--- config.mk ---
export PLATFORM = sky130hd
export DESIGN_NAME = dmove_exec
export DESIGN_NICKNAME = d
export VERILOG_FILES = /design/src/dmove_pkg.sv /design/src/ptr_if.sv /design/src/ptr_unit.sv /design/src/dmove_exec.sv
export VERILOG_INCLUDE_DIRS = /design/src /design/src/src
export SDC_FILE = /design/constraint.sdc
export NUM_CORES = 1
export LEC_CHECK = 0
export ABC_AREA = 1
export BUFFER_PORTS_ARGS = -buffer_cell sky130_fd_sc_hd__buf_2
export CAP_MARGIN = 40
export CORE_AREA = 8 8 91 125
export CTS_CLUSTER_DIAMETER = 30
export DETAILED_ROUTE_END_ITERATION = 16
export DIE_AREA = 0 0 99 133
export PLACE_DENSITY = 0.95
export SYNTH_ARGS = -nofsm -noshare
export SYNTH_HDL_FRONTEND = slang
export SYNTH_SLANG_ARGS = --single-unit
--- constraint.sdc ---
create_clock -name CLK_SYS -period 5.2 [get_ports CLK_SYS]
set_clock_uncertainty 0.2 [all_clocks]
set_input_delay 1.04 -clock CLK_SYS [delete_from_list [all_inputs] [get_ports CLK_SYS]]
set_output_delay 1.04 -clock CLK_SYS [all_outputs]
set_load 0.01 [all_outputs]
--- src/dmove_consts.svh ---
// Constants for the data-move instruction executor: encodings, fields, resets
// Assumes a 14-bit instruction word as fetched by the surrounding core
`ifndef DMOVE_CONSTS_SVH
`define DMOVE_CONSTS_SVH

// --------------------------------------------------------------------------
// Opcode matching (mask, value)
// --------------------------------------------------------------------------
`define OPC_IDLE_MASK   14'h3fff
`define OPC_IDLE_VAL    14'h0000
`define OPC_BANK_MASK   14'h3fe0
`define OPC_BANK_VAL    14'h0020
`define OPC_PAGE_MASK   14'h3f80
`define OPC_PAGE_VAL    14'h3180
`define OPC_ACC_MASK    14'h3f00
`define OPC_ACC_VAL     14'h3000
`define OPC_STF_MASK    14'h3f80
`define OPC_STF_VAL     14'h0080
`define OPC_SIND_MASK   14'h3ff8
`define OPC_SIND_VAL    14'h0018
`define OPC_SREL_MASK   14'h3f80
`define OPC_SREL_VAL    14'h3f80
`define OPC_CFG_MASK    14'h3fff
`define OPC_CFG_VAL     14'h0062

// --------------------------------------------------------------------------
// Operand field positions
// --------------------------------------------------------------------------
`define F_BANK_HI       4
`define F_PAGE_HI       6
`define F_ACC_HI        7
`define F_FILE_HI       6
`define F_SIND_SEL      2
`define F_MODE_HI       1
`define F_SREL_SEL      6
`define F_OFS_HI        5
`define F_OFS_SIGN      5

// --------------------------------------------------------------------------
// Reset values and file register map
// --------------------------------------------------------------------------
`define RST_BANK        5'h00
`define RST_PAGE        7'h00
`define RST_ACC         8'h00
`define RST_CFG         8'hff
`define RST_PTR         16'h0000
`define PTR_ONE         16'h0001
`define ADDR_PORT0      7'h00
`define ADDR_PORT1      7'h01
`define ZERO_BYTE       8'h00
`define ZERO_FILE       7'h00
`define ZERO_ADDR       16'h0000

`endif

--- src/dmove_pkg.sv ---
// Types shared by the data-move executor and its pointer unit
// Assumes dmove_consts.svh supplies the numeric constants
package dmove_pkg;
  typedef enum logic [1:0] {
    PRE_INC  = 2'b00,
    PRE_DEC  = 2'b01,
    POST_INC = 2'b10,
    POST_DEC = 2'b11
  } pointer_update_code_t;

  typedef enum logic [2:0] {
    OP_NONE  = 3'b000,
    OP_IDLE  = 3'b001,
    OP_BANK  = 3'b010,
    OP_PAGE  = 3'b011,
    OP_ACC   = 3'b100,
    OP_STF   = 3'b101,
    OP_SIND  = 3'b110,
    OP_CFG   = 3'b111
  } op_t;
endpackage

--- src/ptr_if.sv ---
// Link between the executor and the pointer unit
// Assumes one clock domain shared by both ends
`timescale 1ns/1ps
interface ptr_if;
  logic                       req;
  logic                       sel;
  logic                       rel;
  dmove_pkg::pointer_update_code_t mode;
  logic [5:0]                 ofs;
  logic [15:0]                addr;
  logic [15:0]                ptr0;
  logic [15:0]                ptr1;
  modport exec (output req, sel, rel, mode, ofs, input addr, ptr0, ptr1);
  modport unit (input req, sel, rel, mode, ofs, output addr, ptr0, ptr1);
endinterface

--- src/ptr_unit.sv ---
// Two 16-bit pointer registers with effective address and update logic
// Assumes requests arrive as one-cycle strobes from the executor
`timescale 1ns/1ps
`include "dmove_consts.svh"
module ptr_unit (
  input wire logic CLK_SYS,
  input wire logic RSTN,
  ptr_if.unit      p
);
  import dmove_pkg::*;

  typedef struct packed {
    logic [15:0] ptr0;
    logic [15:0] ptr1;
  } ptr_state_t;

  ptr_state_t  st;
  ptr_state_t  next_st;
  logic [15:0] cur;
  logic [15:0] stepped;
  logic [15:0] ofs_ext;

  always_comb begin
    next_st = st;
    cur     = p.sel ? st.ptr1 : st.ptr0;
    ofs_ext = {{10{p.ofs[`F_OFS_SIGN]}}, p.ofs};
    // Modulo 2^16 arithmetic wraps at both ends
    stepped = p.mode[0] ? cur - `PTR_ONE : cur + `PTR_ONE; // RL9
    if (p.rel) begin
      p.addr = cur + ofs_ext; // RL6
    end else if (!p.mode[1]) begin
      p.addr = stepped; // RL6
    end else begin
      p.addr = cur;
    end
    if (p.req && !p.rel) begin
      // Relative form leaves the pointer alone
      if (p.sel) begin
        next_st.ptr1 = stepped; // RL7
      end else begin
        next_st.ptr0 = stepped; // RL7
      end
    end
  end

  assign p.ptr0 = st.ptr0;
  assign p.ptr1 = st.ptr1;

  always_ff @(posedge CLK_SYS) begin
    if (!RSTN) begin
      st <= '{ptr0: `RST_PTR, ptr1: `RST_PTR};
    end else begin
      st <= next_st;
    end
  end
endmodule

--- src/dmove_exec.sv ---
// Executor for the literal-load, accumulator-store, idle and config-load group
// Assumes the core presents one fetched instruction word per valid cycle
//
// Function
// (RL1) Bank literal: 5-bit operand into bank select, flags untouched.
// (RL2) Page literal: 7-bit operand into program counter high latch, flags untouched.
// (RL3) Accumulator literal: 8-bit operand into accumulator, one cycle, no flags.
// (RL4) Store accumulator to 7-bit file address, one word, one cycle, no flags.
// (RL5) Indirect store picks one of two pointers; code selects pre/post inc/dec.
// (RL6) Pre modes step pointer before write; relative adds signed offset -32..31.
// (RL7) Pointer ends incremented, decremented, or unchanged for relative form.
// (RL8) Indirect port has no storage; accesses go to the pointed address.
// (RL9) Pointers are 16-bit and wrap modulo 2^16.
// (RL10) Pointer updates and indirect stores never change status flags.
// (RL11) Config load copies accumulator to prescaler config in one cycle.
// (RL12) Idle changes nothing but advances the program counter in one cycle.
`timescale 1ns/1ps
`include "dmove_consts.svh"
module dmove_exec (
  // Clock and reset
  input  wire logic        CLK_SYS,
  input  wire logic        RSTN,
  // Instruction from fetch
  input  wire logic        INSTR_VALID,
  input  wire logic [13:0] INSTR,
  // Architectural registers
  output logic [4:0]       BANK_SELECT_REG,
  output logic [6:0]       PROGRAM_COUNTER_HIGH_LATCH,
  output logic [7:0]       ACCUMULATOR_REG,
  output logic [7:0]       PRESCALER_CONFIG_REG,
  output logic [15:0]      POINTER0,
  output logic [15:0]      POINTER1,
  // Data memory write port
  output logic             MEM_WE,
  output logic [15:0]      MEM_ADDR,
  output logic [7:0]       MEM_WDATA,
  // Status and sequencing
  output logic             FLAGS_WE,
  output logic             PC_ADVANCE,
  output logic             ILLEGAL
);
  import dmove_pkg::*;

  typedef struct packed {
    logic [4:0]  bank;
    logic [6:0]  page;
    logic [7:0]  acc;
    logic [7:0]  cfg;
    logic        we;
    logic [15:0] addr;
    logic [7:0]  wdata;
    logic        adv;
    logic        ill;
  } exec_state_t;

  exec_state_t st;
  exec_state_t next_st;
  op_t         op;
  logic        rel_form;
  logic [15:0] ind_addr;
  logic [6:0]  file_addr;

  ptr_if pif ();

  ptr_unit u_ptr (
    .CLK_SYS (CLK_SYS),
    .RSTN    (RSTN),
    .p       (pif)
  );

  // ------------------------------------------------------------------------
  // Decode
  // ------------------------------------------------------------------------
  function automatic logic hit(input logic [13:0] w, input logic [13:0] m,
                               input logic [13:0] v);
    hit = (w & m) == v;
  endfunction

  always_comb begin
    rel_form = 1'b0;
    if (hit(INSTR, `OPC_IDLE_MASK, `OPC_IDLE_VAL)) begin
      op = OP_IDLE;
    end else if (hit(INSTR, `OPC_CFG_MASK, `OPC_CFG_VAL)) begin
      op = OP_CFG;
    end else if (hit(INSTR, `OPC_BANK_MASK, `OPC_BANK_VAL)) begin
      op = OP_BANK;
    end else if (hit(INSTR, `OPC_PAGE_MASK, `OPC_PAGE_VAL)) begin
      op = OP_PAGE;
    end else if (hit(INSTR, `OPC_ACC_MASK, `OPC_ACC_VAL)) begin
      op = OP_ACC;
    end else if (hit(INSTR, `OPC_STF_MASK, `OPC_STF_VAL)) begin
      op = OP_STF;
    end else if (hit(INSTR, `OPC_SIND_MASK, `OPC_SIND_VAL)) begin
      op = OP_SIND;
    end else if (hit(INSTR, `OPC_SREL_MASK, `OPC_SREL_VAL)) begin
      op       = OP_SIND;
      rel_form = 1'b1;
    end else begin
      op = OP_NONE;
    end
  end

  // ------------------------------------------------------------------------
  // Pointer unit request
  // ------------------------------------------------------------------------
  assign pif.req  = INSTR_VALID && op == OP_SIND; // RL5
  assign pif.rel  = rel_form;
  assign pif.sel  = rel_form ? INSTR[`F_SREL_SEL] : INSTR[`F_SIND_SEL]; // RL5
  assign pif.mode = pointer_update_code_t'(INSTR[`F_MODE_HI:0]); // RL5
  assign pif.ofs  = INSTR[`F_OFS_HI:0];
  assign ind_addr = pif.addr;
  assign file_addr = INSTR[`F_FILE_HI:0];

  // ------------------------------------------------------------------------
  // Execute
  // ------------------------------------------------------------------------
  always_comb begin
    next_st       = st;
    next_st.we    = 1'b0;
    next_st.adv   = 1'b0;
    next_st.ill   = 1'b0;
    if (INSTR_VALID) begin
      next_st.adv = op != OP_NONE; // RL12
      next_st.ill = op == OP_NONE;
      unique case (op)
        OP_IDLE: begin
          next_st.adv = 1'b1; // RL12
        end
        OP_BANK: begin
          next_st.bank = INSTR[`F_BANK_HI:0]; // RL1
        end
        OP_PAGE: begin
          next_st.page = INSTR[`F_PAGE_HI:0]; // RL2
        end
        OP_ACC: begin
          next_st.acc = INSTR[`F_ACC_HI:0]; // RL3
        end
        OP_STF: begin
          // The indirect ports hold nothing; writing them targets the pointed address
          if (file_addr == `ADDR_PORT0) begin
            next_st.addr = pif.ptr0; // RL8
          end else if (file_addr == `ADDR_PORT1) begin
            next_st.addr = pif.ptr1; // RL8
          end else begin
            next_st.addr = {9'h000, file_addr}; // RL4
          end
          next_st.we    = 1'b1; // RL4
          next_st.wdata = st.acc;
        end
        OP_SIND: begin
          next_st.addr  = ind_addr; // RL6
          next_st.we    = 1'b1;
          next_st.wdata = st.acc;
        end
        OP_CFG: begin
          next_st.cfg = st.acc; // RL11
        end
        OP_NONE: begin
          next_st.adv = 1'b0;
        end
      endcase
    end
  end

  always_ff @(posedge CLK_SYS) begin
    if (!RSTN) begin
      st <= '{bank: `RST_BANK, page: `RST_PAGE, acc: `RST_ACC, cfg: `RST_CFG,
             we: 1'b0, addr: `ZERO_ADDR, wdata: `ZERO_BYTE, adv: 1'b0, ill: 1'b0};
    end else begin
      st <= next_st;
    end
  end

  // ------------------------------------------------------------------------
  // Outputs
  // ------------------------------------------------------------------------
  assign BANK_SELECT_REG            = st.bank;
  assign PROGRAM_COUNTER_HIGH_LATCH = st.page;
  assign ACCUMULATOR_REG            = st.acc;
  assign PRESCALER_CONFIG_REG       = st.cfg;
  assign POINTER0                   = pif.ptr0;
  assign POINTER1                   = pif.ptr1;
  assign MEM_WE                     = st.we;
  assign MEM_ADDR                   = st.addr;
  assign MEM_WDATA                  = st.wdata;
  // No instruction of this group touches a status flag
  assign FLAGS_WE                   = 1'b0; // RL10
  assign PC_ADVANCE                 = st.adv;
  assign ILLEGAL                    = st.ill;
endmodule

Yosys cells after proc, flatten, opt, wreduce, memory -nomap -nowiden
Cells that the tools add are included.

word-level totals
  input port bits = 17
  bits in registers = 87
  output and inout port bits = 88
  word-level logic and storage cells = 71

cells by class
  equal/unequal tests = 15
  muxes and demuxes = 25
  bitwise operators = 1
  $add $sub $neg = 3
  reductions and logical operators = 16

operator list
  cell                                                                   number
  16-bit two-way mux                                                     6
  25-bit case mux with 2 select lines                                    1
  3-bit two-way mux                                                      8
  16-bit by 1-bit adder with 16-bit output (second input constant)       1
  16-bit adder                                                           1
  2-bit AND reduction                                                    8
  16-bit by 1-bit subtractor with 16-bit output (second input constant)  1
  14-bit by 7-bit == test with 1-bit output (second input constant)      1
  7-bit by 1-bit == test with 1-bit output (second input constant)       2
  7-bit == test (second input constant)                                  2
  14-bit logical NOT                                                     1
  3-bit == test (second input constant)                                  4
  11-bit by 2-bit == test with 1-bit output (second input constant)      1
  9-bit by 1-bit == test with 1-bit output (second input constant)       1
  1-bit two-way mux                                                      9
  7-bit logical NOT                                                      1
  3-bit by 2-bit == test with 1-bit output (second input constant)       2
  6-bit == test (second input constant)                                  1
  3-bit by 1-bit == test with 1-bit output (second input constant)       1
  3-bit logical NOT                                                      1
  3-bit nonzero test                                                     1
  1-bit logical AND                                                      2
  1-bit case mux with 2 select lines                                     1
  2-bit nonzero test                                                     1
  2 further kinds                                                        2

Logic depth before layout (Yosys ltp)
  depth after elaboration = 16
  depth in mapped cells = 23
  mapped depth without buffers = 22

Cells and area by module
Synthesis repeated with hierarchy kept, for this count alone.

unflattened totals
  cell total of the unflattened synthesis = 1,002
  area, all modules = 6,232.2 µm²

modules (own cells, without submodules)
  module      times used  cells an instance  area each (µm²)  seq. area each (µm²)
  ptr_unit    1           566                3,353.2          640.6
  dmove_exec  1           436                2,879.0          1,101.1

Worst setup path after synthesis
OpenSTA, ideal clock, no wires.

  path type = input-to-reg
  start = input port INSTR[8]
  end = register st (netlist bit MEM_ADDR[10])
  setup slack = 1.367 ns
  stages on the path = 20
  setup time = 0.070 ns
  arrival = 3.563 ns
  buffers on the path = 2
  required time = 4.930 ns
  path through = nand2_1 > nor2_4 > nand2_4 > nand2_2 > nand2_2 > buf_4 > buf_6 > nand2_1 > o21ai_2 > fa_1 > nand3_1 > nand3_1 > a21boi_0 > o21ai_0 > a21oi_1 > or2_2 > nand2_1 > o21bai_1 > nand3_1 > a21oi_1

between the ends
  word-level cells in the longest chain between the ends = 16

ends and longest elaborated chain
  item                                                                                                                 line               RTL
  start: declaration                                                                                                   dmove_exec.sv:25   input wire logic [13:0] INSTR,
  7-bit == test                                                                                                        dmove_exec.sv:76   hit = (w & m) == v;
  1-bit two-way mux                                                                                                    dmove_exec.sv:95   end else if (hit(INSTR, `OPC_SREL_MASK, `OPC_SREL_VAL)) begin
  1-bit two-way mux                                                                                                    dmove_exec.sv:93   end else if (hit(INSTR, `OPC_SIND_MASK, `OPC_SIND_VAL)) begin
  1-bit two-way mux                                                                                                    dmove_exec.sv:91   end else if (hit(INSTR, `OPC_STF_MASK, `OPC_STF_VAL)) begin
  1-bit two-way mux                                                                                                    dmove_exec.sv:89   end else if (hit(INSTR, `OPC_ACC_MASK, `OPC_ACC_VAL)) begin
  1-bit two-way mux                                                                                                    dmove_exec.sv:87   end else if (hit(INSTR, `OPC_PAGE_MASK, `OPC_PAGE_VAL)) begin
  1-bit two-way mux                                                                                                    dmove_exec.sv:85   end else if (hit(INSTR, `OPC_BANK_MASK, `OPC_BANK_VAL)) begin
  1-bit two-way mux                                                                                                    dmove_exec.sv:83   end else if (hit(INSTR, `OPC_CFG_MASK, `OPC_CFG_VAL)) begin
  1-bit two-way mux                                                                                                    dmove_exec.sv:81   if (hit(INSTR, `OPC_IDLE_MASK, `OPC_IDLE_VAL)) begin
  1-bit two-way mux                                                                                                    dmove_exec.sv:108  assign pif.sel = rel_form ? INSTR[`F_SREL_SEL] : INSTR[`F_SIND_SEL];
  16-bit two-way mux                                                                                                   ptr_unit.sv:25     cur = p.sel ? st.ptr1 : st.ptr0;
  16-bit by 1-bit adder with 16-bit output (no line) or 16-bit by 1-bit subtractor with 16-bit output (tied branches)  n/a
  16-bit two-way mux (no line)                                                                                         n/a
  16-bit two-way mux                                                                                                   ptr_unit.sv:31     end else if (!p.mode[1]) begin
  16-bit two-way mux                                                                                                   ptr_unit.sv:29     if (p.rel) begin
  25-bit case mux with 2 select lines                                                                                  dmove_exec.sv:125  unique case (op)
  end signal: assignment                                                                                               dmove_exec.sv:167  st <= '{bank: `RST_BANK, page: `RST_PAGE, acc: `RST_ACC, cfg: `RST_CFG,
  end signal: assignment                                                                                               dmove_exec.sv:170  st <= next_st;
  end: declaration                                                                                                     dmove_exec.sv:56   exec_state_t st;

Parallel ways exist; a longest one is shown, timed or not. The select of a mux whose other input is x is not followed.
A chain may end at the register's enable or synchronous reset.

Worst setup path in the final report
  start = input port INSTR[11]
  end = register st (netlist bit MEM_ADDR[10])

The elaborated chain is that of the path after synthesis.

==> qor.csv <==
metric,value,unit
vias,6345,
critPathRequiredTime,5.28,ns
total_iterations_of_the_first_detailed_routing_run,7,
min_period_over_period,85.1,%
power_per_cell_area,228,nW/um^2
detailedPlacementHpwl,14.1,mm
floorplan.rows,42,
tightestPinTransition,0.938,ns
grt-ovfl-total,0,
grt_pass1_vias,5952,
timing_hold_violations_final,0,
route.antenna.remaining_nets,0,
timing.setup.tns,0,ns
cp_data_arrival_time,4.51,ns
ys_seq_area_share,30.8,%
yosysTopAreaCell,sky130_fd_sc_hd__dfxtp_1,
num-nets-final,966,
worstPathMaxFanout,30,
grt_antenna_before_repair,0,
core_area,9410,um^2
reported_leakage_power,3.23,nW
cts_tree,done,
antenna_cells,0,
first_pass_grt_wire_length,30.6,mm
wl,19.3,mm
clkTransAtPathRegs,0.07,ns
critical_path_class,in2reg,
rsz0062_at_grt,no,
htree_num_levels,3,
layout-drive-gt1-share,17.2,%
crit_path_end_kind,flop,
dieHeight,133,um
1st_iter_drt_viols,811,
syn-mean-instance-area,6.78,um^2
synth-seq-cells,87,
holdCritPathClass,reg2reg,
syn-instance-count,834,
setup.worst_path.start_class,primary input,
finalCriticalPeriod,4.43,ns
drc_errors,0,
critical_path.slowest_cell,sky130_fd_sc_hd__fa_1,
max_cap_viol_count,0,
run_status,completed,
floorplan.initialDensity,60.1,%
die-width,99,um
post-route-util,68.6,%
setup.reg_to_reg.worst_slack,2.19,ns
timing.critical_path.cells,"buf_2, inv_2, nor2_2, nand2_4, nand2_2, nand2_2, nand2_1, o21ai_2, fa_1, nand3_1, nand3_1, a21boi_0, o21ai_0, a21oi_1, or2_2, nand2_1, o21bai_1, nand3_1, a21oi_1",
clock_path_buffers,2,
post_dr_vias_cell,6.16,
irDropWorstVdd,0.149,mV
synth_largest_type_area_fraction,30.8,%
setup_viol,0,
place.port_buffers,103,
timing.final.max_slew_violations,0,
clk_latency,0.35,ns
design.portCount,105,
grt_max_degree,66,
ctsHoldBuffers,0,
globalRouteTotalUtil,29.1,%
die_area,13200,um^2
critical_path.top_delay_family,simple AND/OR/NAND/NOR gates,
post_cts_buffers,0,
timing.critical_path.buf_inv,2,
fmax,226,MHz
yosysUniqueCellTypes,44,
ys_top_cells_by_area,"sky130_fd_sc_hd__dfxtp_1 31%, sky130_fd_sc_hd__nand2_1 10%, sky130_fd_sc_hd__a21oi_1 8.2%, sky130_fd_sc_hd__ha_1 7.1%, sky130_fd_sc_hd__o21ai_0 6.7%",
mappedNetlistNets,885,
numClockSinks,87,
post_cts_resize_count,0,
yosys_warnings,0,
clock_tree.root_cell,sky130_fd_sc_hd__clkbuf_16,
routability_driven_placement_congestion_ratio,1.01,
syn-cell-area,5650,um^2
wire_per_inst,18.8,um
area_growth,14.1,%
cts_buffers,9,
cpPeakStageDelay,0.46,ns
crit_path_frequent_cell,sky130_fd_sc_hd__nand3_1,
relSlewSlack,37.3,%
## synth_stat cells, drive strengths merged
cell and instances:
a211oi 1, a21boi 2, a21o 2, a21oi 94, a31oi 16, and2 3, buf 13, clkbuf 24
clkinv 3, conb 1, dfxtp 87, fa 2, ha 32, inv 93, nand2 160, nand3 70
nand3b 1, nand4 5, nor2 55, nor3 12, nor4 1, o211ai 8, o21ai 116, o21bai 5
o221ai 5, or2 3, xnor2 6, xor2 14
## final timing paths
check,cells after the start,start,endpoint
setup / recovery,19,INSTR[11],MEM_ADDR[10]$_SDFFE_PN0P_
hold / removal,2,PRESCALER_CONFIG_REG[7]$_SDFFE_PN1P_,PRESCALER_CONFIG_REG[7]$_SDFFE_PN1P_
setup reg to reg,17,u_ptr.p.ptr0[0]$_SDFFE_PN0P_,MEM_ADDR[14]$_SDFFE_PN0P_
hold reg to reg,2,PRESCALER_CONFIG_REG[7]$_SDFFE_PN1P_,PRESCALER_CONFIG_REG[7]$_SDFFE_PN1P_
## power breakdown
group	switching, W	internal (W)	leakage (nW)
combinational	0.000104	0.0000408	2.39
sequential	0.00000174	0.000669	0.701
clock	0.000280	0.000375	0.139
## cell usage in the layout, fill, tap and decap left out, types with 5 or more instances in the layout
cell type,count
sky130_fd_sc_hd__xnor2_1,6
sky130_fd_sc_hd__o21bai_1,5
sky130_fd_sc_hd__o211ai_1,8
sky130_fd_sc_hd__o21ai_2,8
sky130_fd_sc_hd__ha_1,32
sky130_fd_sc_hd__inv_2,7
sky130_fd_sc_hd__nor2_1,50
sky130_fd_sc_hd__o21ai_0,76
sky130_fd_sc_hd__o21ai_1,32
sky130_fd_sc_hd__a31oi_1,15
sky130_fd_sc_hd__nand2_1,155
sky130_fd_sc_hd__buf_2,103
sky130_fd_sc_hd__inv_1,86
sky130_fd_sc_hd__nor3_1,11
sky130_fd_sc_hd__dfxtp_1,87
sky130_fd_sc_hd__clkbuf_16,9
sky130_fd_sc_hd__nand3_1,68
sky130_fd_sc_hd__o221ai_1,5
sky130_fd_sc_hd__xor2_1,14
sky130_fd_sc_hd__a21oi_1,93
## kinds of logic (layout without fill, tap and decap cells)
| group | count (synthesis) | count (layout) | share of synthesized area, % |
|---|---|---|---|
| adder cells (fa/ha/maj) | 34 | 34 | 7.79 |
| AO/OA/AOI/OAI | 249 | 249 | 24.5 |
| other | 1 | 1 | 0.0663 |
| AND/OR/NAND/NOR | 310 | 310 | 24.2 |
| buffers and inverters | 133 | 219 | 9.58 |
| flip-flops | 87 | 87 | 30.8 |
| XOR/XNOR | 20 | 20 | 3.10 |
## stage by stage
stage,hold slack (ns),setup slack [ns],std cells,total power (W),area [um^2]
final,0.254,0.773,1030,0.00147,6450
after global routing,0.275,0.423,1030,0.00152,6450
after CTS,0.254,0.856,1030,0.00147,6450
after detailed placement,0.238,0.508,1014,0.000825,6160
after global placement,0.234,0.620,1014,0.000824,6160
after floorplan,0.291,1.37,834,0.000781,5650
## worst min-delay path, cell delays in order, from the launching register on
cell                      delay (ns)
sky130_fd_sc_hd__dfxtp_1        0.32
sky130_fd_sc_hd__nand2_1        0.05
sky130_fd_sc_hd__nand3_1        0.05
## registers in the layout (all words and copies together) (netlist names)
signal and count:
u_ptr.p.ptr1 16, ACCUMULATOR_REG 8, MEM_WE 1, PROGRAM_COUNTER_HIGH_LATCH 7, ILLEGAL 1, PRESCALER_CONFIG_REG 8, PC_ADVANCE 1, u_ptr.p.ptr0 16
BANK_SELECT_REG 5, MEM_WDATA 8, MEM_ADDR 16
## area by class of cell
class                           instances  area [um^2]
Multi-Input combinational cell        614         3370
Fill cell                             784         2950
Sequential cell                        87         1740
Timing Repair Buffer                  107          546
Inverter                               96          362
Clock buffer                           10          229
Tap cell                              110          138
Clock inverter                          6         67.6
## layer usage
metal | track usage (%) | routed length [um] | up-vias
li1 | - | - | 2980
met1 | 32.7 | 7120 | 2845
met2 | 47.4 | 8990 | 410
met3 | 7.82 | 2100 | 110
met4 | 18.6 | 1110 | 0
met5 | 0 | 0 | -
Note: power is estimated with default switching activity, not from simulation.
